$ cat config.mk
export PLATFORM = sky130hd
export DESIGN_NAME = soi_interlock
export DESIGN_NICKNAME = d
export VERILOG_FILES = /design/src/soi_pkg.sv /design/src/soi_fb_mon.sv /design/src/soi_mute.sv /design/src/soi_interlock.sv
export SDC_FILE = /design/constraint.sdc
export NUM_CORES = 1
export LEC_CHECK = 0
export ABC_AREA = 1
export BUFFER_PORTS_ARGS = -buffer_cell sky130_fd_sc_hd__buf_2
export CAP_MARGIN = 20
export CELL_PAD_IN_SITES_DETAIL_PLACEMENT = 0
export CELL_PAD_IN_SITES_GLOBAL_PLACEMENT = 2
export CORE_ASPECT_RATIO = 0.75
export CORE_MARGIN = 1
export CORE_UTILIZATION = 33
export DETAILED_ROUTE_END_ITERATION = 6
export PLACE_DENSITY = 0.89
export SETUP_SLACK_MARGIN = 0.2
export SYNTH_ARGS = -nofsm -noshare
export SYNTH_HDL_FRONTEND = slang
export SYNTH_SLANG_ARGS = --single-unit
$ cat constraint.sdc
create_clock -name clock -period 2.9 [get_ports clock]
set_clock_uncertainty 0.05 [all_clocks]
set_input_delay 0.58 -clock clock [delete_from_list [all_inputs] [get_ports clock]]
set_output_delay 0.58 -clock clock [all_outputs]
set_load 0.02 [all_outputs]
$ cat src/soi_pkg.sv
// Purpose: shared types and constants of the safety output interlock
// Assumes: 20 MHz clock, synchronous active-high reset
// Notes:   long counts are overridable as top-level parameters
package soi_pkg;

  localparam int unsigned CLK_HZ   = 20_000_000;
  localparam int unsigned CLK_MHZ  = CLK_HZ / 1_000_000;
  localparam int unsigned MS_CYC   = CLK_HZ / 1000;
  localparam int unsigned SEC_CYC  = CLK_HZ;

  // off-pulse self-test
  localparam int unsigned PULSE_US        = 300;
  localparam int unsigned PULSE_CYC       = PULSE_US * CLK_MHZ;
  localparam int unsigned TEST_PERIOD_MS  = 100;
  localparam int unsigned TEST_PERIOD_CYC = TEST_PERIOD_MS * MS_CYC;
  localparam logic [3:0]  CHECK_CYC       = 4'h8;

  // operator reset input
  localparam int unsigned RST_MIN_MS  = 500;
  localparam int unsigned RST_MIN_CYC = RST_MIN_MS * MS_CYC;
  localparam logic [5:0]  RST_MAX_S   = 6'h1e;
  localparam logic [2:0]  RDLY_MIN_S  = 3'h1;
  localparam logic [2:0]  RDLY_MAX_S  = 3'h6;

  // synchronised pin vector layout
  localparam int PIN_W     = 11;
  localparam int PIN_RST   = 0;
  localparam int PIN_FB    = 1;
  localparam int PIN_MUTE  = 3;
  localparam int PIN_RB    = 7;

  typedef enum logic [2:0] {
    ZS_BOOT  = 3'h0,
    ZS_IDLE  = 3'h1,
    ZS_DELAY = 3'h2,
    ZS_RUN   = 3'h3,
    ZS_HOLD  = 3'h4
  } soi_zone_t;

  typedef enum logic [1:0] {
    MS_IDLE  = 2'h0,
    MS_FIRST = 2'h1,
    MS_ON    = 2'h2,
    MS_WAIT  = 2'h3
  } soi_mute_t;

  typedef struct packed {
    logic       dual;       // dual protection mode
    logic       start_ilk;  // start interlock
    logic       restart_ilk;// manual restart
    logic [2:0] rdly_s;     // restart delay, seconds
    logic       fb_en;      // feedback monitoring
    logic [7:0] fb_on_ms;   // judge delay, outputs on
    logic [7:0] fb_off_ms;  // judge delay, outputs off
  } soi_cfg_t;

  typedef struct packed {
    logic       order;      // 0: a then b, 1: b then a
    logic [1:0] win_sel;    // 1, 3, 5, 10 s
    logic [1:0] max_sel;    // 1, 6, 12 min, unlimited
  } soi_mute_cfg_t;

  typedef struct packed {
    logic [1:0] zone_clear;   // protection zone clear
    logic [1:0] warn_clear;   // warning zone clear
    logic [1:0] obj_outside;  // object outside muting zone
    logic       area_change;  // area switched
    logic       int_fault;    // internal system error
  } soi_scan_t;

  function automatic logic [3:0] win_sec(input logic [1:0] sel);
    case (sel)
      2'h0:    win_sec = 4'h1;
      2'h1:    win_sec = 4'h3;
      2'h2:    win_sec = 4'h5;
      default: win_sec = 4'ha;
    endcase
  endfunction

  // zero means unlimited
  function automatic logic [9:0] max_sec(input logic [1:0] sel);
    case (sel)
      2'h0:    max_sec = 10'h03c;
      2'h1:    max_sec = 10'h168;
      2'h2:    max_sec = 10'h2d0;
      default: max_sec = 10'h000;
    endcase
  endfunction

endpackage

$ cat src/soi_fb_mon.sv
// Purpose: machine feedback monitor for one safety pair
// Assumes: fb already synchronised, ms_tick one cycle per millisecond
// Notes:   fault is sticky until cleared with a matching input
`timescale 1ns/100ps
module soi_fb_mon
  import soi_pkg::*;
(
  input  wire logic       clock,   // system clock
  input  wire logic       reset,   // sync reset
  input  wire logic       en,      // monitoring enabled
  input  wire logic       cmd,     // commanded pair state
  input  wire logic       fb,      // feedback contact level
  input  wire logic       ms_tick, // millisecond tick
  input  wire logic [7:0] on_ms,   // delay while on
  input  wire logic [7:0] off_ms,  // delay while off
  input  wire logic       clr,     // clear request
  output logic            fault    // feedback fault
);
  typedef struct packed {
    logic [7:0] cnt;
    logic       last;
    logic       fault;
  } soi_fb_st_t;

  soi_fb_st_t st_r;
  soi_fb_st_t st_nxt;
  logic       mis;
  logic [7:0] dly;

  always_comb begin
    st_nxt = st_r;
    mis = en & (fb == cmd);
    dly = cmd ? on_ms : off_ms;
    st_nxt.last = cmd;
    if (clr && !mis) begin
      st_nxt.fault = 1'b0;
    end
    if (cmd != st_r.last || !mis) begin
      st_nxt.cnt = 8'h00;
    end else begin
      if (ms_tick && st_r.cnt != 8'hff) begin
        st_nxt.cnt = st_r.cnt + 8'h01;
      end
      if (st_r.cnt > dly) begin
        st_nxt.fault = 1'b1;
      end
    end
  end

  always_ff @(posedge clock) begin
    if (reset) begin
      st_r <= '0;
    end else begin
      st_r <= st_nxt;
    end
  end

  assign fault = st_r.fault;
endmodule

$ cat src/soi_mute.sv
// Purpose: one two-input muting channel
// Assumes: inputs synchronised, sec_tick one cycle per second
// Notes:   after any stop both inputs must drop before re-arming
`timescale 1ns/100ps
module soi_mute
  import soi_pkg::*;
#(
  parameter int unsigned SEC_CYCLES = SEC_CYC
)(
  input  wire logic          clock,    // system clock
  input  wire logic          reset,    // sync reset
  input  wire soi_mute_cfg_t cfg,      // channel settings
  input  wire logic          in_a,     // first muting input
  input  wire logic          in_b,     // second muting input
  input  wire logic          allow,    // zone clear, outputs on
  input  wire logic          stop,     // external stop cause
  input  wire logic          sec_tick, // one-second tick
  output logic               active    // muting in force
);
  typedef struct packed {
    soi_mute_t   fsm;
    logic [31:0] cyc;
    logic [9:0]  secs;
    logic        act;
  } soi_mt_st_t;

  soi_mt_st_t  st_r;
  soi_mt_st_t  st_nxt;
  logic        first;
  logic        second;
  logic [31:0] win_cyc;
  logic [9:0]  lim;

  always_comb begin
    st_nxt  = st_r;
    first   = cfg.order ? in_b : in_a;
    second  = cfg.order ? in_a : in_b;
    win_cyc = 32'(win_sec(cfg.win_sel) * SEC_CYCLES);
    lim     = max_sec(cfg.max_sel);
    unique case (st_r.fsm)
      MS_IDLE: begin
        if (first && second) begin
          st_nxt.fsm = MS_WAIT;
        end else if (first && allow) begin
          st_nxt.fsm = MS_FIRST;
          st_nxt.cyc = 32'h0000_0000;
        end
      end
      MS_FIRST: begin
        st_nxt.cyc = st_r.cyc + 32'h0000_0001;
        if (!first) begin
          st_nxt.fsm = MS_IDLE;
        end else if (st_r.cyc >= win_cyc || !allow || stop) begin
          st_nxt.fsm = MS_WAIT;
        end else if (second) begin
          st_nxt.fsm  = MS_ON;
          st_nxt.act  = 1'b1;
          st_nxt.secs = 10'h000;
        end
      end
      MS_ON: begin
        if (sec_tick) begin
          st_nxt.secs = st_r.secs + 10'h001;
        end
        if (!in_a || !in_b || stop ||
            (lim != 10'h000 && st_r.secs >= lim)) begin
          st_nxt.fsm = MS_WAIT;
          st_nxt.act = 1'b0;
        end
      end
      MS_WAIT: begin
        if (!in_a && !in_b) begin
          st_nxt.fsm = MS_IDLE;
        end
      end
    endcase
  end

  always_ff @(posedge clock) begin
    if (reset) begin
      st_r <= '{fsm: MS_IDLE, default: '0};
    end else begin
      st_r <= st_nxt;
    end
  end

  assign active = st_r.act;
endmodule

$ cat src/soi_interlock.sv
// Purpose: safety switching outputs with self-test, lockout,
//          restart interlock, feedback monitoring and muting
// Assumes: scanner status comes from logic on the same clock;
//          reset pin, feedback, muting and readback are raw pins
// Notes:   zone b drives the secondary pair only in dual mode
//
// Notes on behaviour
// - each active primary output, and secondary in dual mode, is pulsed off for 300 us as self-test.
// - single mode pulses only the primary pair.
// - self-test error enters lockout, all safety and alert outputs off.
// - only power-on reset leaves lockout.
// - without restart interlock outputs return once zone is clear.
// - lockout keeps outputs off whatever the interlock setting.
// - manual restart keeps outputs off until a valid reset.
// - reset pulse must exceed 500 ms to count.
// - after valid reset outputs turn on after 1 to 6 s delay.
// - reset ignored while an internal fault is present.
// - reset held beyond 30 s is a hardware malfunction.
// - start interlock holds outputs off; request shown when ready.
// - start interlock reset with clear zone turns on after delay.
// - feedback fault turns outputs off, with on and off delays.
// - dual mode checks second feedback against secondary pair.
// - muting takes effect within 60 ms and overrides detection.
// - muting starts with clear zone, outputs on, ordered inputs.
// - order selectable; pairing window 1, 3, 5 or 10 s.
// - input off, timeout, outside object, error or area ends muting.
// - maximum muting 1, 6, 12 minutes or unlimited.
// - dual mode adds a second independent muting channel.
`timescale 1ns/100ps
module soi_interlock
  import soi_pkg::*;
#(
  parameter int unsigned PULSE_CYCLES  = PULSE_CYC,
  parameter int unsigned PERIOD_CYCLES = TEST_PERIOD_CYC,
  parameter int unsigned MS_CYCLES     = MS_CYC,
  parameter int unsigned SEC_CYCLES    = SEC_CYC,
  parameter int unsigned RST_CYCLES    = RST_MIN_CYC
)(
  input  wire logic               clock,                 // 20 MHz
  input  wire logic               reset,                 // power-on
  input  wire soi_cfg_t           cfg,                   // settings
  input  wire soi_mute_cfg_t [1:0] mute_cfg,             // per channel
  input  wire soi_scan_t          scan,                  // scan status
  input  wire logic               reset_in,              // reset pin
  input  wire logic [1:0]         machine_feedback_in,   // a, b
  input  wire logic [3:0]         mute_in,               // 4 inputs
  input  wire logic [3:0]         readback,              // pair levels
  output logic [1:0]              safety_pair_primary,   // pair a
  output logic [1:0]              safety_pair_secondary, // pair b
  output logic                    zone_alert_out_a,      // warning a
  output logic                    zone_alert_out_b,      // warning b
  output logic [1:0]              restart_request_out,   // ready
  output logic [1:0]              mute_active,           // muting
  output logic                    lockout_out,           // locked
  output logic                    reset_fault_out        // reset stuck
);
  typedef struct packed {
    logic [PIN_W-1:0]  s1;
    logic [PIN_W-1:0]  s2;
    logic [PIN_W-1:0]  s3;
    logic [PIN_W-1:0]  filt;
    logic [31:0]       ms_cnt;
    logic              ms_tick;
    logic [31:0]       sec_cnt;
    logic              sec_tick;
    logic [31:0]       test_cnt;
    logic              pulse;
    logic              init_done;
    logic [3:0]        drv;
    logic [3:0][3:0]   mis;
    logic [1:0]        alert;
    logic              lockout;
    logic [31:0]       rst_cnt;
    logic [5:0]        rst_sec;
    logic              rst_valid;
    logic              rst_fault;
    soi_zone_t [1:0]   zst;
    logic [1:0][31:0]  dly;
    logic [1:0]        req;
    logic [1:0]        cmd;
  } soi_top_st_t;

  soi_top_st_t      st_r;
  soi_top_st_t      st_nxt;
  logic [1:0]       fb_fault;
  logic [1:0]       mute_act;
  logic [1:0]       zfault;
  logic [1:0]       permit;
  logic [1:0]       on;
  logic             on_sec;
  logic [2:0]       rsel;
  logic [31:0]      rdly;
  logic             rin;
  logic [PIN_W-1:0] agree;

  // restart delay in cycles, clamped to the legal range
  function automatic logic [31:0] delay_cyc(input logic [2:0] s);
    logic [2:0] v;
    v = s;
    if (v < RDLY_MIN_S) begin
      v = RDLY_MIN_S;
    end
    if (v > RDLY_MAX_S) begin
      v = RDLY_MAX_S;
    end
    delay_cyc = 32'(32'(v) * SEC_CYCLES);
  endfunction

  always_comb begin
    st_nxt = st_r;
    // pin synchroniser; second and third stage must agree
    st_nxt.s1   = {readback, mute_in, machine_feedback_in, reset_in};
    st_nxt.s2   = st_r.s1;
    st_nxt.s3   = st_r.s2;
    agree       = ~(st_r.s2 ^ st_r.s3);
    st_nxt.filt = (agree & st_r.s3) | (~agree & st_r.filt);
    rin         = st_r.filt[PIN_RST];

    st_nxt.ms_tick  = (st_r.ms_cnt == 32'(MS_CYCLES - 1));
    st_nxt.ms_cnt   = st_nxt.ms_tick ? 32'h0 : st_r.ms_cnt + 32'h1;
    st_nxt.sec_tick = (st_r.sec_cnt == 32'(SEC_CYCLES - 1));
    st_nxt.sec_cnt  = st_nxt.sec_tick ? 32'h0 : st_r.sec_cnt + 32'h1;

    st_nxt.test_cnt = st_r.test_cnt + 32'h1;
    if (!st_r.pulse && st_r.test_cnt == 32'(PERIOD_CYCLES - 1)) begin
      st_nxt.pulse    = 1'b1;
      st_nxt.test_cnt = 32'h0;
    end else if (st_r.pulse &&
                 st_r.test_cnt == 32'(PULSE_CYCLES - 1)) begin
      st_nxt.pulse     = 1'b0;
      st_nxt.test_cnt  = 32'h0;
      st_nxt.init_done = 1'b1;
    end

    st_nxt.rst_valid = 1'b0;
    if (rin) begin
      if (st_r.rst_cnt != 32'(RST_CYCLES)) begin
        st_nxt.rst_cnt = st_r.rst_cnt + 32'h1;
      end
      if (st_r.sec_tick && st_r.rst_sec != RST_MAX_S) begin
        st_nxt.rst_sec = st_r.rst_sec + 6'h01;
      end
      if (st_r.rst_sec == RST_MAX_S) begin
        st_nxt.rst_fault = 1'b1;
      end
    end else begin
      st_nxt.rst_valid = (st_r.rst_cnt == 32'(RST_CYCLES)) &
                         ~st_r.rst_fault;
      st_nxt.rst_cnt   = 32'h0;
      st_nxt.rst_sec   = 6'h00;
    end

    // readback must follow the driven level
    for (int i = 0; i < 4; i++) begin
      if (st_r.filt[PIN_RB+i] != st_r.drv[i]) begin
        if (st_r.mis[i] != CHECK_CYC) begin
          st_nxt.mis[i] = st_r.mis[i] + 4'h1;
        end
      end else begin
        st_nxt.mis[i] = 4'h0;
      end
      if (st_r.mis[i] == CHECK_CYC) begin
        st_nxt.lockout = 1'b1;
      end
    end
    // only the power-on reset clears this
    if (st_r.rst_fault) begin
      st_nxt.lockout = 1'b1;
    end

    rsel = cfg.rdly_s;
    rdly = delay_cyc(rsel);
    for (int z = 0; z < 2; z++) begin
      zfault[z] = scan.int_fault | fb_fault[z] | st_r.lockout;
      permit[z] = scan.zone_clear[z] | mute_act[z];
      // request only when ready to accept
      st_nxt.req[z] = (st_r.zst[z] == ZS_IDLE) & st_r.init_done &
                      ~zfault[z];
      unique case (st_r.zst[z])
        ZS_BOOT: begin
          if (st_r.init_done) begin
            st_nxt.zst[z] = cfg.start_ilk ? ZS_IDLE : ZS_HOLD;
          end
        end
        ZS_IDLE: begin
          if (st_r.rst_valid && scan.zone_clear[z] && !zfault[z]) begin
            st_nxt.zst[z] = ZS_DELAY;
            st_nxt.dly[z] = rdly;
          end
        end
        ZS_DELAY: begin
          st_nxt.dly[z] = st_r.dly[z] - 32'h1;
          if (!scan.zone_clear[z] || zfault[z]) begin
            st_nxt.zst[z] = ZS_IDLE;
          end else if (st_r.dly[z] <= 32'h1) begin
            st_nxt.zst[z] = ZS_RUN;
          end
        end
        ZS_RUN: begin
          if (!permit[z] || zfault[z]) begin
            st_nxt.zst[z] = cfg.restart_ilk ? ZS_IDLE : ZS_HOLD;
          end
        end
        ZS_HOLD: begin
          if (scan.zone_clear[z] && !zfault[z]) begin
            st_nxt.zst[z] = ZS_RUN;
          end
        end
        default: begin
          st_nxt.zst[z] = ZS_BOOT;
        end
      endcase
      on[z] = (st_r.zst[z] == ZS_RUN) & ~zfault[z];
    end

    on_sec = cfg.dual ? on[1] : on[0];
    st_nxt.cmd = {on_sec, on[0]};
    st_nxt.drv[1:0] = {2{on[0] & ~st_r.pulse}};
    // secondary pulsed in dual mode only
    st_nxt.drv[3:2] = {2{on_sec & ~(st_r.pulse & cfg.dual)}};
    st_nxt.alert = scan.warn_clear & {2{~st_r.lockout}};
    if (st_r.lockout) begin
      st_nxt.drv = 4'h0;
      st_nxt.req = 2'h0;
    end
  end

  always_ff @(posedge clock) begin
    if (reset) begin
      st_r <= '{zst: '{ZS_BOOT, ZS_BOOT}, default: '0};
    end else begin
      st_r <= st_nxt;
    end
  end

  genvar g;
  generate
    for (g = 0; g < 2; g++) begin : g_zone
      // one monitor per pair, the second for the secondary pair
      soi_fb_mon u_fb (
        .clock   (clock),
        .reset   (reset),
        .en      (cfg.fb_en & ((g == 0) | cfg.dual)),
        .cmd     (st_r.cmd[g]),
        .fb      (st_r.filt[PIN_FB+g]),
        .ms_tick (st_r.ms_tick),
        .on_ms   (cfg.fb_on_ms),
        .off_ms  (cfg.fb_off_ms),
        // cleared one cycle ahead so the same reset restarts the zone
        .clr     (st_nxt.rst_valid),
        .fault   (fb_fault[g])
      );
      soi_mute #(
        .SEC_CYCLES (SEC_CYCLES)
      ) u_mute (
        .clock    (clock),
        .reset    (reset),
        .cfg      (mute_cfg[g]),
        .in_a     (st_r.filt[PIN_MUTE+2*g]),
        .in_b     (st_r.filt[PIN_MUTE+2*g+1]),
        .allow    (scan.zone_clear[g] & on[g] & ((g == 0) | cfg.dual)),
        .stop     (scan.obj_outside[g] | zfault[g] | scan.area_change),
        .sec_tick (st_r.sec_tick),
        .active   (mute_act[g])
      );
    end
  endgenerate

  assign safety_pair_primary   = st_r.drv[1:0];
  assign safety_pair_secondary = st_r.drv[3:2];
  assign zone_alert_out_a      = st_r.alert[0];
  assign zone_alert_out_b      = st_r.alert[1];
  assign restart_request_out   = st_r.req;
  assign mute_active           = mute_act;
  assign lockout_out           = st_r.lockout;
  assign reset_fault_out       = st_r.rst_fault;
endmodule

After elaboration in Yosys (flattened, before gate mapping)
Cells that the tools add are included.
{"block": "word_totals", "regBits": 390, "inputBits": 54, "output_inout_bits": 12, "elab_cells": 368}
{"block": "op_classes", "addsub": 17, "n_mul": 3, "order_cmp": 10, "eq_ne": 78, "n_mux": 78, "n_bitwise": 45, "n_reduce_logical": 95}
{"cell": "one-hot mux 32 bit (2 select lines)", "count": 4}
{"cell": "adder 32 x 1 -> 32 bit, second input constant", "count": 6}
{"cell": "2-to-1 mux 32 bit", "count": 4}
{"cell": "2-to-1 mux 34 bit", "count": 2}
{"cell": "2-to-1 mux 11 bit", "count": 6}
{"cell": ">= comparator 32 x 29 -> 1 bit", "count": 2}
{"cell": "less-or-equal comparator 32 x 1 -> 1 bit, second input constant", "count": 2}
{"cell": "subtractor 32 x 1 -> 32 bit, second input constant", "count": 2}
{"cell": "one-hot mux 10 bit (3 select lines)", "count": 2}
{"cell": "2-to-1 mux 3 bit", "count": 15}
{"cell": "one-hot mux 11 bit (2 select lines)", "count": 2}
{"cell": "multiplier 4 x 17 -> 21 bit, second input constant", "count": 2}
{"cell": "equality test 32 x 13 -> 1 bit, second input constant", "count": 1}
{"cell": "equality test 32 x 15 -> 1 bit, second input constant", "count": 1}
{"cell": "equality test 32 x 21 -> 1 bit, second input constant", "count": 1}
{"cell": "equality test 32 x 24 -> 1 bit, second input constant", "count": 1}
{"cell": "equality test 32 x 25 -> 1 bit, second input constant", "count": 1}
{"cell": "inequality test 32 x 24 -> 1 bit, second input constant", "count": 1}
{"cell": "one-hot mux 3 bit (5 select lines)", "count": 2}
{"cell": "AND reduction 5 bit", "count": 6}
{"cell": "2-to-1 mux 2 bit", "count": 13}
{"cell": "inequality test 2 x 1 -> 1 bit, second input constant", "count": 12}
{"cell": "inequality test 2 bit, second input constant", "count": 12}
{"cell": "inequality test 4 bit, second input constant", "count": 6}
{"cell": "48 further kinds", "count": 220}

Longest topological paths before layout
Gate-level depths: netlist (run 1).
{"block": "depth", "depth_word": 12, "mapped_depth": 20, "ltp_nobuf": 19}

Hierarchy
Synthesis (run 1) repeated with hierarchy kept, for this count alone.
{"block": "hier_totals", "cells_unflattened": 3649, "area_unflattened_um2": 23924.2}
{"mod": "soi_interlock", "instances": 1, "cells_each": 2235, "area_per_inst_um2": 14885.5, "seq_area_each_um2": 5585.4}
{"mod": "soi_mute", "instances": 2, "cells_each": 588, "area_per_inst_um2": 3671.0, "seq_area_each_um2": 900.9}
{"mod": "soi_fb_mon", "instances": 2, "cells_each": 119, "area_per_inst_um2": 848.3, "seq_area_each_um2": 200.2}

Worst setup path after synthesis (run 1)
OpenSTA, ideal clock, no wires.
{"block": "synth_path", "path_kind": "input to register", "startpoint": "input cfg[18] in the netlist's numbering", "endpoint": "register st_r[51] in the netlist's numbering", "setup_ns": 0.132, "arrival_time_ns": 2.626, "t_required_ns": 2.718, "slack_ns": 0.092, "path_stages": 13, "path_buffers": 0, "cell_sequence": "inv_1 -> ha_1 -> a21oi_1 -> ha_1 -> ha_1 -> inv_1 -> fa_1 -> inv_1 -> nand2_1 -> o21bai_1 -> xor2_1 -> o211ai_1 -> a21oi_1"}
{"block": "synth_via", "elab_chain_len": 7}
{"item": "start, declared", "line": "soi_interlock.sv:41", "rtl": "input wire soi_cfg_t cfg,"}
{"item": "< comparator 3 x 1 -> 1 bit", "line": "soi_interlock.sv:100", "rtl": "if (v < RDLY_MIN_S) begin"}
{"item": "2-to-1 mux 3 bit *", "line": "soi_interlock.sv:100"}
{"item": "> comparator 3 bit", "line": "soi_interlock.sv:103", "rtl": "if (v > RDLY_MAX_S) begin"}
{"item": "2-to-1 mux 3 bit *", "line": "soi_interlock.sv:103"}
{"item": "multiplier 3 x 17 -> 20 bit *", "line": "soi_interlock.sv:106", "rtl": "delay_cyc = 32'(32'(v) * SEC_CYCLES);"}
{"item": "2-to-1 mux 32 bit *", "line": "soi_interlock.sv:186", "rtl": "if (st_r.rst_valid && scan.zone_clear[z] && !zfault[z]) begin"}
{"item": "one-hot mux 32 bit (2 select lines) *", "line": "soi_interlock.sv:179", "rtl": "unique case (st_r.zst[z])"}
{"item": "end signal, assigned", "line": "soi_interlock.sv:232", "rtl": "st_r <= st_nxt;"}
{"item": "end, declared", "line": "soi_interlock.sv:83", "rtl": "soi_top_st_t st_r;"}
Mark *: on every way between the ends. The rest lies on a longest branch, timed or not. The select of a mux whose other input is x is not followed.
A chain may end at the register's enable or synchronous reset.

Worst setup path after layout (run 1)
{"block": "layout_path", "startpoint": "register st_r (netlist bit lockout_out)", "endpoint": "register g_zone[0].u_mute.st_r[35] in the netlist's numbering"}
{"block": "layout_via", "elab_chain_len": 7}
{"item": "OR 1 bit", "line": "soi_interlock.sv:174", "rtl": "zfault[z] = scan.int_fault | fb_fault[z] | st_r.lockout;"}
{"item": "inverter 1 bit", "line": "soi_interlock.sv:213", "rtl": "on[z] = (st_r.zst[z] == ZS_RUN) & ~zfault[z];"}
{"item": "AND 1 bit", "line": "soi_interlock.sv:213"}
{"item": "AND 1 bit", "line": "soi_interlock.sv:261", "rtl": ".allow (scan.zone_clear[g] & on[g] & ((g == 0) | cfg.dual)),"}
{"item": "logical AND 1 bit", "line": "soi_mute.sv:44", "rtl": "end else if (first && allow) begin"}
{"item": "inequality test 2 x 1 -> 1 bit (no line)"}
{"item": "AND reduction 3 bit (no line)"}
{"item": "end signal, assigned", "line": "soi_mute.sv:83", "rtl": "st_r <= st_nxt;"}
{"item": "end, declared", "line": "soi_mute.sv:27", "rtl": "soi_mt_st_t st_r;"}
No other way between the ends.

==> results.md, run 1 <==
- Clock Tree Root: clkbuf_16
- Crit path to: g_zone[0].u_mute.st_r[35]
- Post-Syn Area per Cell: a little under 7 um2
- CP max FO: 6
- Area share of and/or/nand/nor cells after synthesis: between 30% and 40%
- Leak Pwr: 10.2 nW
- Register area: just under 8000 um2
- Worst-skew pair later-pin latency: ~600 ps
- GRT Total Usage: roughly 17%
- Top FF cell, synth: dfxtp_1
- Distinct cell type count after synthesis: 67
- Layout cells sized above 1: roughly 9.1%
- H-tree levels: 2
- Non-filler cells, final: ~4200
- Via/cell ratio: between 4 and 5
- Port-buffer cells: 65
- MaxCap Viol Count: 0
- Synth async-reset ratio: 0%
- Critical Path End Type: flop
- RSZ-0062 raised after global routing: false
- Drc violations: 0
- Setup slack, reg-to-reg: a little under 500 ps
- Setup TNS: 0 ps
- Final ANT Viol Nets: 0
- Antenna violations before repair: 2
- Pwr dens: ~700 nW/um2
- Core area: between 60000 and 70000 um2
- Synthesized cell area: roughly 22000 um2
- Largest family of logic cells by synthesized area: simple AND/OR/NAND/NOR gates
- Slowest-stage cell, CP: dfxtp_1
- Flops & latches, synth: about 390
- CP max stage delay: between 300 and 400 ps
- Final setup vio count: 0
- Most frequent cells in the layout: nand2_1 (552), inv_1 (458), nor2_1 (439)
- Largest net degree at the start of global routing: around 110
- Post-synthesis cell count: between 3000 and 4000
- I/O pins: 66
- Filler cells: approximately 7000
- Routed length per instance: about 14 um
- Starting Density: 33.5%
- TritonCTS clock tree: yes
- Die H: between 200 and 250 um
- Slew headroom: between 50% and 60%
- Max VDD drop: roughly 450 uV
- Kind of critical path: reg -> reg
- Final wirelength: around 56000 um
- Syn. warnings: 0
- Critical path origin: lockout_out
- First-pass GRT wire length: 93800 um
- Worst reg2reg path depth: 10
- Design area: roughly 25000 um2
- CP cell instances: nor2_4 -> nand2_2 -> nor2_2 -> nand2_1 -> o21ai_2 -> nand4_2 -> nor2_2 -> nand3_1 -> nor3b_1 -> nor2_1
- DR iter-0 viols: ~1300
- Synth Area in Compound Gates: a little over an eighth
- Global placement routability congestion: a little over 0.8
- Slew Viols, Final: 0
- Setup bufs post-CTS: 0
- Worst EP required: roughly 3300 ps
- Post-detail-place hpwl: ~42000 um
- Grt total ovfl: 0
- Max frequency: 414 MHz
- Synth Area in Adders: a little over 7%
- CTS Buf Count: 44
- Num Clock Sinks: 389
- Die area: 67700 um2
- Final #Nets: 3438
- Post-synthesis sequential area ratio: 35.4%
- Max Root-Sink Buffers: 3
- Capture point of the worst reg-to-reg path: g_zone[0].u_mute.st_r[35]
- Outcome: finished, final reports clean
- Post-Synth XOR/XNOR Area: under 10%
- Final core area utilization: a little under two fifths
- Multi-input logic area: 12200 um2
- Hold WC Path Type: in -> reg
- Commonest non-fill, non-tap cell in the layout: nand2_1
- Area growth syn-to-layout: 14.1%
- Rows: ~80
- Final Cycle Share: 83.3%
- Type of origin of the critical path: flop
- Fin crit period: ~2400 ps
- Die W: 300 um
- Worst-Margin Slew: 603 ps
- EDFF count, synth: 0
- Arr. time, crit path: around 2800 ps
- Most common cell on crit path: nor2_2
- Clk pin slew, worst setup/hold paths: 60 ps
- Placed cells: 4082
- Crit Reg-Reg Startpoint: lockout_out
- Multiplexer share of the synthesized area: 0%
- Area after DPL: roughly 24000 um2
- DRT Pass-1 Iters: 5
- Vias in the first global route: 18200
- Via count: about 20000
- Final hold viol count: 0
==> cell families (layout without fill, tap and decap cells) <==
logic type | count (synthesis) | in the layout
DFF | 389 | 389
xor gates and xnor gates | 99 | 99
and+or+nand+nor | 1494 | 1494
adders and majority gates | 127 | 127
other | 2 | 7
buffers and inverters | 536 | 666
AOI/OAI and AO/OA | 511 | 511
==> Yosys cell counts (3+ instances only) <==
cell | n | area share (%)
a211oi_1 | 28 | 0.96
o22ai_1 | 8 | 0.23
nor4_1 | 42 | 1.2
o21bai_1 | 5 | 0.17
or3_1 | 4 | 0.11
a31oi_1 | 33 | 0.94
and3_1 | 11 | 0.31
o31ai_1 | 4 | 0.14
a21o_1 | 4 | 0.14
o21ai_2 | 6 | 0.24
nand2_1 | 552 | 9.4
clkbuf_1 | 47 | 0.80
o21ai_1 | 6 | 0.14
xor2_1 | 74 | 2.9
o21ai_0 | 131 | 3.0
nor2_4 | 9 | 0.46
buf_2 | 9 | 0.20
nand4_1 | 74 | 2.1
nor3b_1 | 13 | 0.44
ha_1 | 126 | 7.2
nor3_4 | 3 | 0.22
nand3_1 | 161 | 3.7
nor3_2 | 12 | 0.55
nor2_2 | 12 | 0.34
nor2_1 | 442 | 7.5
a21boi_0 | 4 | 0.14
nand2_2 | 7 | 0.20
nand3b_1 | 5 | 0.17
buf_4 | 8 | 0.27
xnor2_1 | 25 | 1.0
o211ai_1 | 11 | 0.38
a21oi_1 | 227 | 5.2
and2_1 | 3 | 0.085
nor3_1 | 109 | 2.5
o21a_1 | 26 | 0.89
inv_1 | 460 | 7.9
or2_2 | 19 | 0.54
dfxtp_1 | 389 | 35
nand3_2 | 3 | 0.14
inv_2 | 6 | 0.10
==> layer usage <==
layer | part of all wire (%) | GRT usage (%) | routed length (um) | vias to the layer above
li1 | - | - | - | 10600
met1 | 55 | 25.6 | 30700 | 8697
met2 | 39 | 23.9 | 21900 | 259
met3 | 4.8 | 2.93 | 2670 | 61
met4 | 1.7 | 3.95 | 959 | 2
met5 | 0.023 | 0 | 13 | -
==> where the power goes <==
group | leakage [nW] | internal, W | switching (W)
Clock | 0.748 | 0.00340 | 0.00244
Combinational | 6.28 | 0.00193 | 0.00377
Sequential | 3.15 | 0.00572 | 0.000380
==> cell type report <==
type                            count  area share (%)
Clock buffer                       56            4.92
Timing Repair Buffer              116            2.90
Inverter                          469            7.02
Antenna cell                        1         0.00997
Clock inverter                     25            1.08
Tap cell                          871            4.34
Sequential cell                   389            31.0
Multi-Input combinational cell   2237            48.7
==> stage by stage <==
step	hold WS, ps	total power [W]	setup WS (ps)
2_1_floorplan	338	0.0104	203
5_1_grt	137	0.0189	161
3_3_place_gp	343	0.0119	-60.8
4_1_cts	124	0.0178	258
3_5_place_dp	345	0.0119	-106
6_report	157	0.0176	486
==> registers in the layout, summed over array words and instances, names as in the netlist, 2 cells and up, named ones only <==
name,cells
g_zone.u_fb.fault,2
restart_request_out,2
st_r,238
g_zone.u_mute.st_r,88
st_nxt,22
g_zone.u_fb.st_r,18
g_zone.u_mute.active,2
==> how the worst min path moves through the flow <==
stage | from | endpoint | slack (ps) | cells past startpoint
3_3_place_gp | st_nxt[259] | st_nxt[248] | 340 | 2
2_1_floorplan | st_nxt[259] | st_nxt[248] | 340 | 2
6_report | readback[3] | st_nxt[269] | 160 | 3
3_5_place_dp | st_nxt[259] | st_nxt[248] | 350 | 2
4_1_cts | readback[1] | st_nxt[267] | 120 | 3
5_1_grt | readback[1] | st_nxt[267] | 140 | 3
==> critical path, delay by kind of cell, from the launching register on <==
kind            cells  cell delay [ps]
compound gates      1              270
simple gates        9             1610
flops               1              390
==> repair_timing <==
action | CTS | global route
setup endpoints to repair | 0 | 4
gates resized for setup | 0 | 3
hold buffers | 0 | 0
(Power assumes the default switching activity.)
==> run 2: changes to the inputs <==
--- a/config.mk
+++ b/config.mk
@@ -12,9 +12,9 @@
 export CELL_PAD_IN_SITES_GLOBAL_PLACEMENT = 2
 export CORE_ASPECT_RATIO = 0.75
 export CORE_MARGIN = 1
-export CORE_UTILIZATION = 33
+export CORE_UTILIZATION = 36
 export DETAILED_ROUTE_END_ITERATION = 6
-export PLACE_DENSITY = 0.89
+export PLACE_DENSITY = 0.92
 export SETUP_SLACK_MARGIN = 0.2
 export SYNTH_ARGS = -nofsm -noshare
 export SYNTH_HDL_FRONTEND = slang
==> constraint.sdc (replaced) <==
create_clock -name clock -period 2.3 [get_ports clock]
set_clock_uncertainty 0.05 [all_clocks]
set_input_delay 0.46 -clock clock [delete_from_list [all_inputs] [get_ports clock]]
set_output_delay 0.46 -clock clock [all_outputs]
set_load 0.02 [all_outputs]
==> run 2 against run 1 <==
  * Setup slack worse by 450 ps
  * Die area fell by 8.3%
  * Global-route usage increased by 1.8 points
  * Flip-flop and latch count unchanged
  * Critical path type unchanged
  * Critical endpoint is now g_zone[0].u_mute.st_r[31]
  * Largest power group is now combinational logic
==> results.md, run 2 (synthesis gave the netlist of run 1 again) <==
- Outcome: finished, final reports clean (unchanged)
- Max Root-Sink Buffers: 3 (unchanged)
- Type of origin of the critical path: flop (unchanged)
- Clk pin slew, worst setup/hold paths: 60 ps (about the same)
- Kind of critical path: reg -> reg (unchanged)
- Critical Path End Type: flop (unchanged)
- Fin Hold WS: 35.9 ps (was 157 ps)
- Num Clock Sinks: 389 (unchanged)
- Design Power: 0.0251 W (was 0.0176 W)
- Die W: 287 um (was 300 um)
- Final core area utilization: 46.2% (was 38.3%)
- GRT Total Usage: 18.6% (was 16.8%)
- Comb power frac: 39.0% (was 32.3%)
- H-tree levels: 2 (unchanged)
- Max frequency: 441 MHz (was 414 MHz)
- Via/cell ratio: 4.96 (was 4.71)
- Rows: 78 (was 81)
- CP max FO: 8 (was 6)
- Die area: 62100 um2 (was 67700 um2)
- Area after DPL: 24600 um2 (was 23600 um2)
- Seq pwr share: 30.8% (was 34.6%)
- Biggest register: st_r (unchanged)
- Clk network pwr share: 30.2% (was 33.1%)
- I/O pins: 66 (unchanged)
- Final ANT Viol Nets: 0 (unchanged)
- Post-detail-place hpwl: 43500 um (was 42000 um)
- Via count: 21200 (was 19600)
- Final #Nets: 3612 (was 3438)
- Design area: 27900 um2 (was 25100 um2)
- NetSw: 0.00918 W (was 0.00658 W)
- Final wirelength: 59600 um (was 56200 um)
- Port-buffer cells: 65 (unchanged)
- Most frequent cells in the layout: nand2_1 (510), inv_1 (440), nor2_1 (398) (was nand2_1 (552), inv_1 (458), nor2_1 (439))
- Drc violations: 0 (unchanged)
- Final Cycle Share: 98.5% (was 83.3%)
- Die H: 216 um (was 226 um)
- DRT Pass-1 Iters: 6 (was 5)
- Global placement routability congestion: 0.901 (was 0.817)
- TritonCTS clock tree: yes (unchanged)
- Slew headroom: 58.7% (was 59.4%)
- Clock Tree Root: clkbuf_16 (unchanged)
- Core area: 60400 um2 (was 65600 um2)
- Worst-skew pair later-pin latency: 580 ps (was 590 ps)
- Commonest non-fill, non-tap cell in the layout: nand2_1 (unchanged)
- Final hold viol count: 0 (unchanged)
- Fin crit period: 2270 ps (was 2410 ps)
- Crit Reg-Reg Startpoint: lockout_out (unchanged)
- Layout cells sized above 1: 20.5% (was 9.08%)
- Int Power: 0.0159 W (was 0.0110 W)
- Max reg flops: 238 (unchanged)
- Worst reg2reg path depth: 12 (was 10)
- Pwr dens: 898 nW/um2 (was 702 nW/um2)
- RSZ-0062 raised after global routing: true (was false)
- Antenna violations before repair: 1 (was 2)
- Capture point of the worst reg-to-reg path: g_zone[0].u_mute.st_r[31] (was g_zone[0].u_mute.st_r[35])
- Setup TNS: 0 ps (unchanged)
- Worst EP required: 2710 ps (was 3320 ps)
- Final setup vio count: 0 (unchanged)
- Crit path to: g_zone[0].u_mute.st_r[31] (was g_zone[0].u_mute.st_r[35])
- Largest net degree at the start of global routing: 92 (was 106)
- Critical path origin: lockout_out (unchanged)
- DR iter-0 viols: 1295 (was 1278)
- Leak Pwr: 11.5 nW (was 10.2 nW)
- Setup slack, reg-to-reg: 30 ps (was 490 ps)
- Max VDD drop: 534 uV (was 453 uV)
- Hold WC Path Type: in -> reg (unchanged)
- Worst-Margin Slew: 619 ps (was 603 ps)
- Arr. time, crit path: 2670 ps (was 2840 ps)
- MaxCap Viol Count: 0 (unchanged)
- Switch share: 36.6% (was 37.4%)
- Slew Viols, Final: 0 (unchanged)
- First-pass GRT wire length: 96800 um (was 93800 um)
- Area growth syn-to-layout: 26.9% (was 14.1%)
- Routed length per instance: 14.0 um (was 13.5 um)
- Starting Density: 36.4% (was 33.5%)
- CTS Buf Count: 43 (was 44)
- Vias in the first global route: 19800 (was 18200)
- Grt total ovfl: 0 (unchanged)
-- run 2: changes by cell type in the layout (fill, tap and decap cells not counted), moves of 30 or more --
cell     delta
nor2_1     -41
nand3_2    +34
nand2_2    +30
buf_4     +136
nand3_1    -35
nand2_1    -42
-- run 2: layout make-up --
type	count	area, um2
antenna	3	7.51
clock buffer	53	1180
clock inverter	22	365
fill	6026	32500
inverter	469	1800
multi-input combinational	2238	13400
sequential	389	7840
tap	800	1000
timing repair buffer	290	2290
-- run 2: timing repair --
item                                    CTS  global route
pin swaps                                18            96
hold buffers                              0             0
setup buffers                            18            40
gates resized for setup                  56           304
cloned                                    0             3
endpoints found under the setup margin  105           182
-- run 2: how the worst min path moves through the flow --
| stage | cells after the start | to | start |
|---|---|---|---|
| floorplan | 2 | st_nxt[248] | st_nxt[259] |
| global placement | 2 | st_nxt[251] | st_nxt[262] |
| detailed placement | 2 | st_nxt[255] | st_nxt[266] |
| CTS | 3 | st_nxt[259] | reset_in |
| global route | 3 | st_nxt[260] | machine_feedback_in[0] |
| finish | 3 | st_nxt[259] | reset_in |
-- run 2: power groups by stage --
stage	sequential, W	clock (W)	combinational [W]
finish	0.00771	0.00758	0.00977
floorplan	0.00769	0	0.00548
global route	0.00778	0.00805	0.0108
global placement	0.00780	0	0.00795
CTS	0.00768	0.00780	0.00835
detailed placement	0.00782	0	0.00804
-- run 2: routing by layer --
metal	global-route usage [%]	wire, um	up-vias
met5	0	0	-
met4	4.34	938	0
met3	2.31	2290	64
met2	28.9	26000	332
met1	27.1	30400	9825
li1	-	-	10900
-- run 2: through the flow --
stage          worst slack (ps)  instances
2_1_floorplan              -171       3162
3_3_place_gp               -460       4125
3_5_place_dp               -507       4125
4_1_cts                    77.9       4218
5_1_grt                   -25.3       4262
6_report                   35.0       4264
-- run 2: critical path, stage by stage (launching register included) --
cell      delay (ps)
dfxtp_4          370
nor2_4           240
nand2_2          120
nor2_4           130
nand2_4           90
o21ai_4          180
nand2_4          110
buf_12           150
o21ai_4          220
clkinv_4         180
buf_6            180
o31ai_4           50
a21oi_1           60
==> run 3: changes to the inputs <==
--- a/config.mk
+++ b/config.mk
@@ -12,9 +12,9 @@
 export CELL_PAD_IN_SITES_GLOBAL_PLACEMENT = 2
 export CORE_ASPECT_RATIO = 0.75
 export CORE_MARGIN = 1
-export CORE_UTILIZATION = 36
+export CORE_UTILIZATION = 35
 export DETAILED_ROUTE_END_ITERATION = 6
-export PLACE_DENSITY = 0.92
+export PLACE_DENSITY = 0.9
 export SETUP_SLACK_MARGIN = 0.2
 export SYNTH_ARGS = -nofsm -noshare
 export SYNTH_HDL_FRONTEND = slang
==> run 3 against run 2 <==
  * Maximum frequency decreased by 0.51%
  * Flip-flop and latch count unchanged
  * Core utilization decreased by 0.72 points
  * First-iteration DRC count decreased by 11%
==> results.md, run 3 (synthesis gave the netlist of run 1 again) <==
- Design Power: 0.0248 W (was 0.0251 W)
- Area after DPL: 24800 um2 (was 24600 um2)
- Design area: 28200 um2 (was 27900 um2)
- Worst reg2reg path depth: 13 (was 12)
- Max frequency: 439 MHz (was 441 MHz)
- Max VDD drop: 541 uV (was 534 uV)
- Routed length per instance: 14.0 um (about the same)
- Most frequent cells in the layout: nand2_1 (509), inv_1 (439), nor2_1 (405) (was nand2_1 (510), inv_1 (440), nor2_1 (398))
- Register area: 7840 um2 (about the same)
- Worst-Margin Slew: 587 ps (was 619 ps)
- Fin crit period: 2280 ps (was 2270 ps)
- Hold WC Path Type: in -> reg (unchanged)
- Starting Density: 35.4% (was 36.4%)
- Leak Pwr: 11.6 nW (was 11.5 nW)
- Clock Tree Root: clkbuf_16 (unchanged)
- GRT Total Usage: 18.2% (was 18.6%)
- Placed cells: 4159 (was 4125)
- Filler cells: 6318 (was 6026)
- Critical path origin: lockout_out (unchanged)
- Core area: 62100 um2 (was 60400 um2)
- Crit Reg-Reg Startpoint: lockout_out (unchanged)
- Via/cell ratio: 4.78 (was 4.96)
- Via count: 20600 (was 21200)
- Area growth syn-to-layout: 28.4% (was 26.9%)
- Crit path to: g_zone[0].u_mute.st_r[17] (was g_zone[0].u_mute.st_r[31])
- Final #Nets: 3646 (was 3612)
- Port-buffer cells: 65 (unchanged)
- Max reg flops: 238 (unchanged)
- Die H: 219 um (was 216 um)
- Clk network pwr share: 28.7% (was 30.2%)
- Final Cycle Share: 99.0% (was 98.5%)
- Biggest register: st_r (unchanged)
- Arr. time, crit path: 2700 ps (was 2670 ps)
- Worst-skew pair later-pin latency: 580 ps (about the same)
- Die W: 291 um (was 287 um)
- H-tree levels: 2 (unchanged)
- Slew Viols, Final: 0 (unchanged)
- Layout cells sized above 1: 21.6% (was 20.5%)
- Drc violations: 0 (unchanged)
- Slew headroom: 60.8% (was 58.7%)
- Num Clock Sinks: 389 (unchanged)
- Clk pin slew, worst setup/hold paths: 60 ps (about the same)
- Antenna violations before repair: 2 (was 1)
- Setup TNS: 0 ps (unchanged)
- Post-detail-place hpwl: 43400 um (was 43500 um)
- Switch share: 37.3% (was 36.6%)
- Commonest non-fill, non-tap cell in the layout: nand2_1 (unchanged)
- I/O pins: 66 (unchanged)
- Rows: 79 (was 78)
- CTS Buf Count: 44 (was 43)
- Final hold viol count: 0 (unchanged)
- Grt total ovfl: 0 (unchanged)
- First-pass GRT wire length: 96100 um (was 96800 um)
- Outcome: finished, final reports clean (unchanged)
- Die area: 63900 um2 (was 62100 um2)
- Multi-input logic area: 13500 um2 (was 13400 um2)
- CP max FO: 5 (was 8)
- Global placement routability congestion: 0.823 (was 0.901)
- Final wirelength: 60100 um (was 59600 um)
- Worst EP required: 2720 ps (was 2710 ps)
- TritonCTS clock tree: yes (unchanged)
- NetSw: 0.00926 W (was 0.00918 W)
- DRT Pass-1 Iters: 7 (was 6)
- Max Root-Sink Buffers: 3 (unchanged)
- Non-filler cells, final: 4306 (was 4264)
- Final ANT Viol Nets: 0 (unchanged)
- Capture point of the worst reg-to-reg path: g_zone[0].u_mute.st_r[17] (was g_zone[0].u_mute.st_r[31])
- RSZ-0062 raised after global routing: true (unchanged)
- Pwr dens: 879 nW/um2 (was 898 nW/um2)
- Type of origin of the critical path: flop (unchanged)
- Largest net degree at the start of global routing: 72 (was 92)
- Kind of critical path: reg -> reg (unchanged)
- Int Power: 0.0156 W (was 0.0159 W)
- Critical Path End Type: flop (unchanged)
- Seq pwr share: 31.1% (was 30.8%)
- DR iter-0 viols: 1157 (was 1295)
- MaxCap Viol Count: 0 (unchanged)
- Vias in the first global route: 18800 (was 19800)
- Final setup vio count: 0 (unchanged)
- Comb power frac: 40.2% (was 39.0%)
- Setup slack, reg-to-reg: 20 ps (was 30 ps)
## run 3: worst max-delay path: stages (launching register included)
cell and delay (ps):
dfxtp_2 330, nor2_4 230, nand2_2 120, nor2_4 130, nand2_4 90, o21ai_4 210
nand2_4 130, buf_12 150, o21ai_4 210, clkinv_4 100, buf_6 150, buf_6 120
o21ai_4 60, a2bb2oi_1 80
## run 3: per-layer routing
metal / part of all wire, % / global-route usage, % / vias up / wire length, um
met5: 0 / 0 / - / 0
met4: 1.4 / 3.89 / 0 / 870
met3: 4.5 / 2.80 / 62 / 2680
met2: 40 / 26.4 / 298 / 24100
met1: 54 / 27.9 / 9251 / 32400
li1: - / - / 11000 / -
## run 3: final cells by class
cell class                      count  area share [%]
Antenna cell                        1         0.00886
Clock buffer                       63            4.61
Clock inverter                     13           0.492
Inverter                          469            6.39
Multi-Input combinational cell   2239            47.9
Sequential cell                   389            27.7
Tap cell                          810            3.59
Timing Repair Buffer              322            9.23
## run 3: worst min path at each step
stage                            from          end  depth (start not counted)
after floorplan           st_nxt[259]  st_nxt[248]                          2
after global placement    st_nxt[269]  st_nxt[258]                          2
after detailed placement  st_nxt[269]  st_nxt[258]                          2
after CTS                 readback[3]  st_nxt[269]                          3
after global routing      readback[3]  st_nxt[269]                          3
final                     readback[3]  st_nxt[269]                          3
## run 3: power groups by stage
stage | clock (W) | combinational [W] | sequential (W)
2_1_floorplan | 0 | 0.00548 | 0.00769
3_3_place_gp | 0 | 0.00827 | 0.00782
3_5_place_dp | 0 | 0.00822 | 0.00782
4_1_cts | 0.00736 | 0.00843 | 0.00767
5_1_grt | 0.00764 | 0.0111 | 0.00779
6_report | 0.00713 | 0.00998 | 0.00772
## run 3: through the flow
step	worst slack [ps]	hold slack, ps	util, %
2_1_floorplan	-171	338	-
3_3_place_gp	-548	346	39.9
3_5_place_dp	-590	345	39.9
4_1_cts	111	5.07	42.6
5_1_grt	-50.2	21.3	45.5
6_report	23.3	35.7	45.5
## run 3: repair_timing
item,CTS,global route
hold buffers,3,0
setup endpoints to repair,82,199
buffers inserted,10,52
cloned,1,4
pin swaps,22,107
hold endpoints to repair,3,0
gates resized for setup,35,361
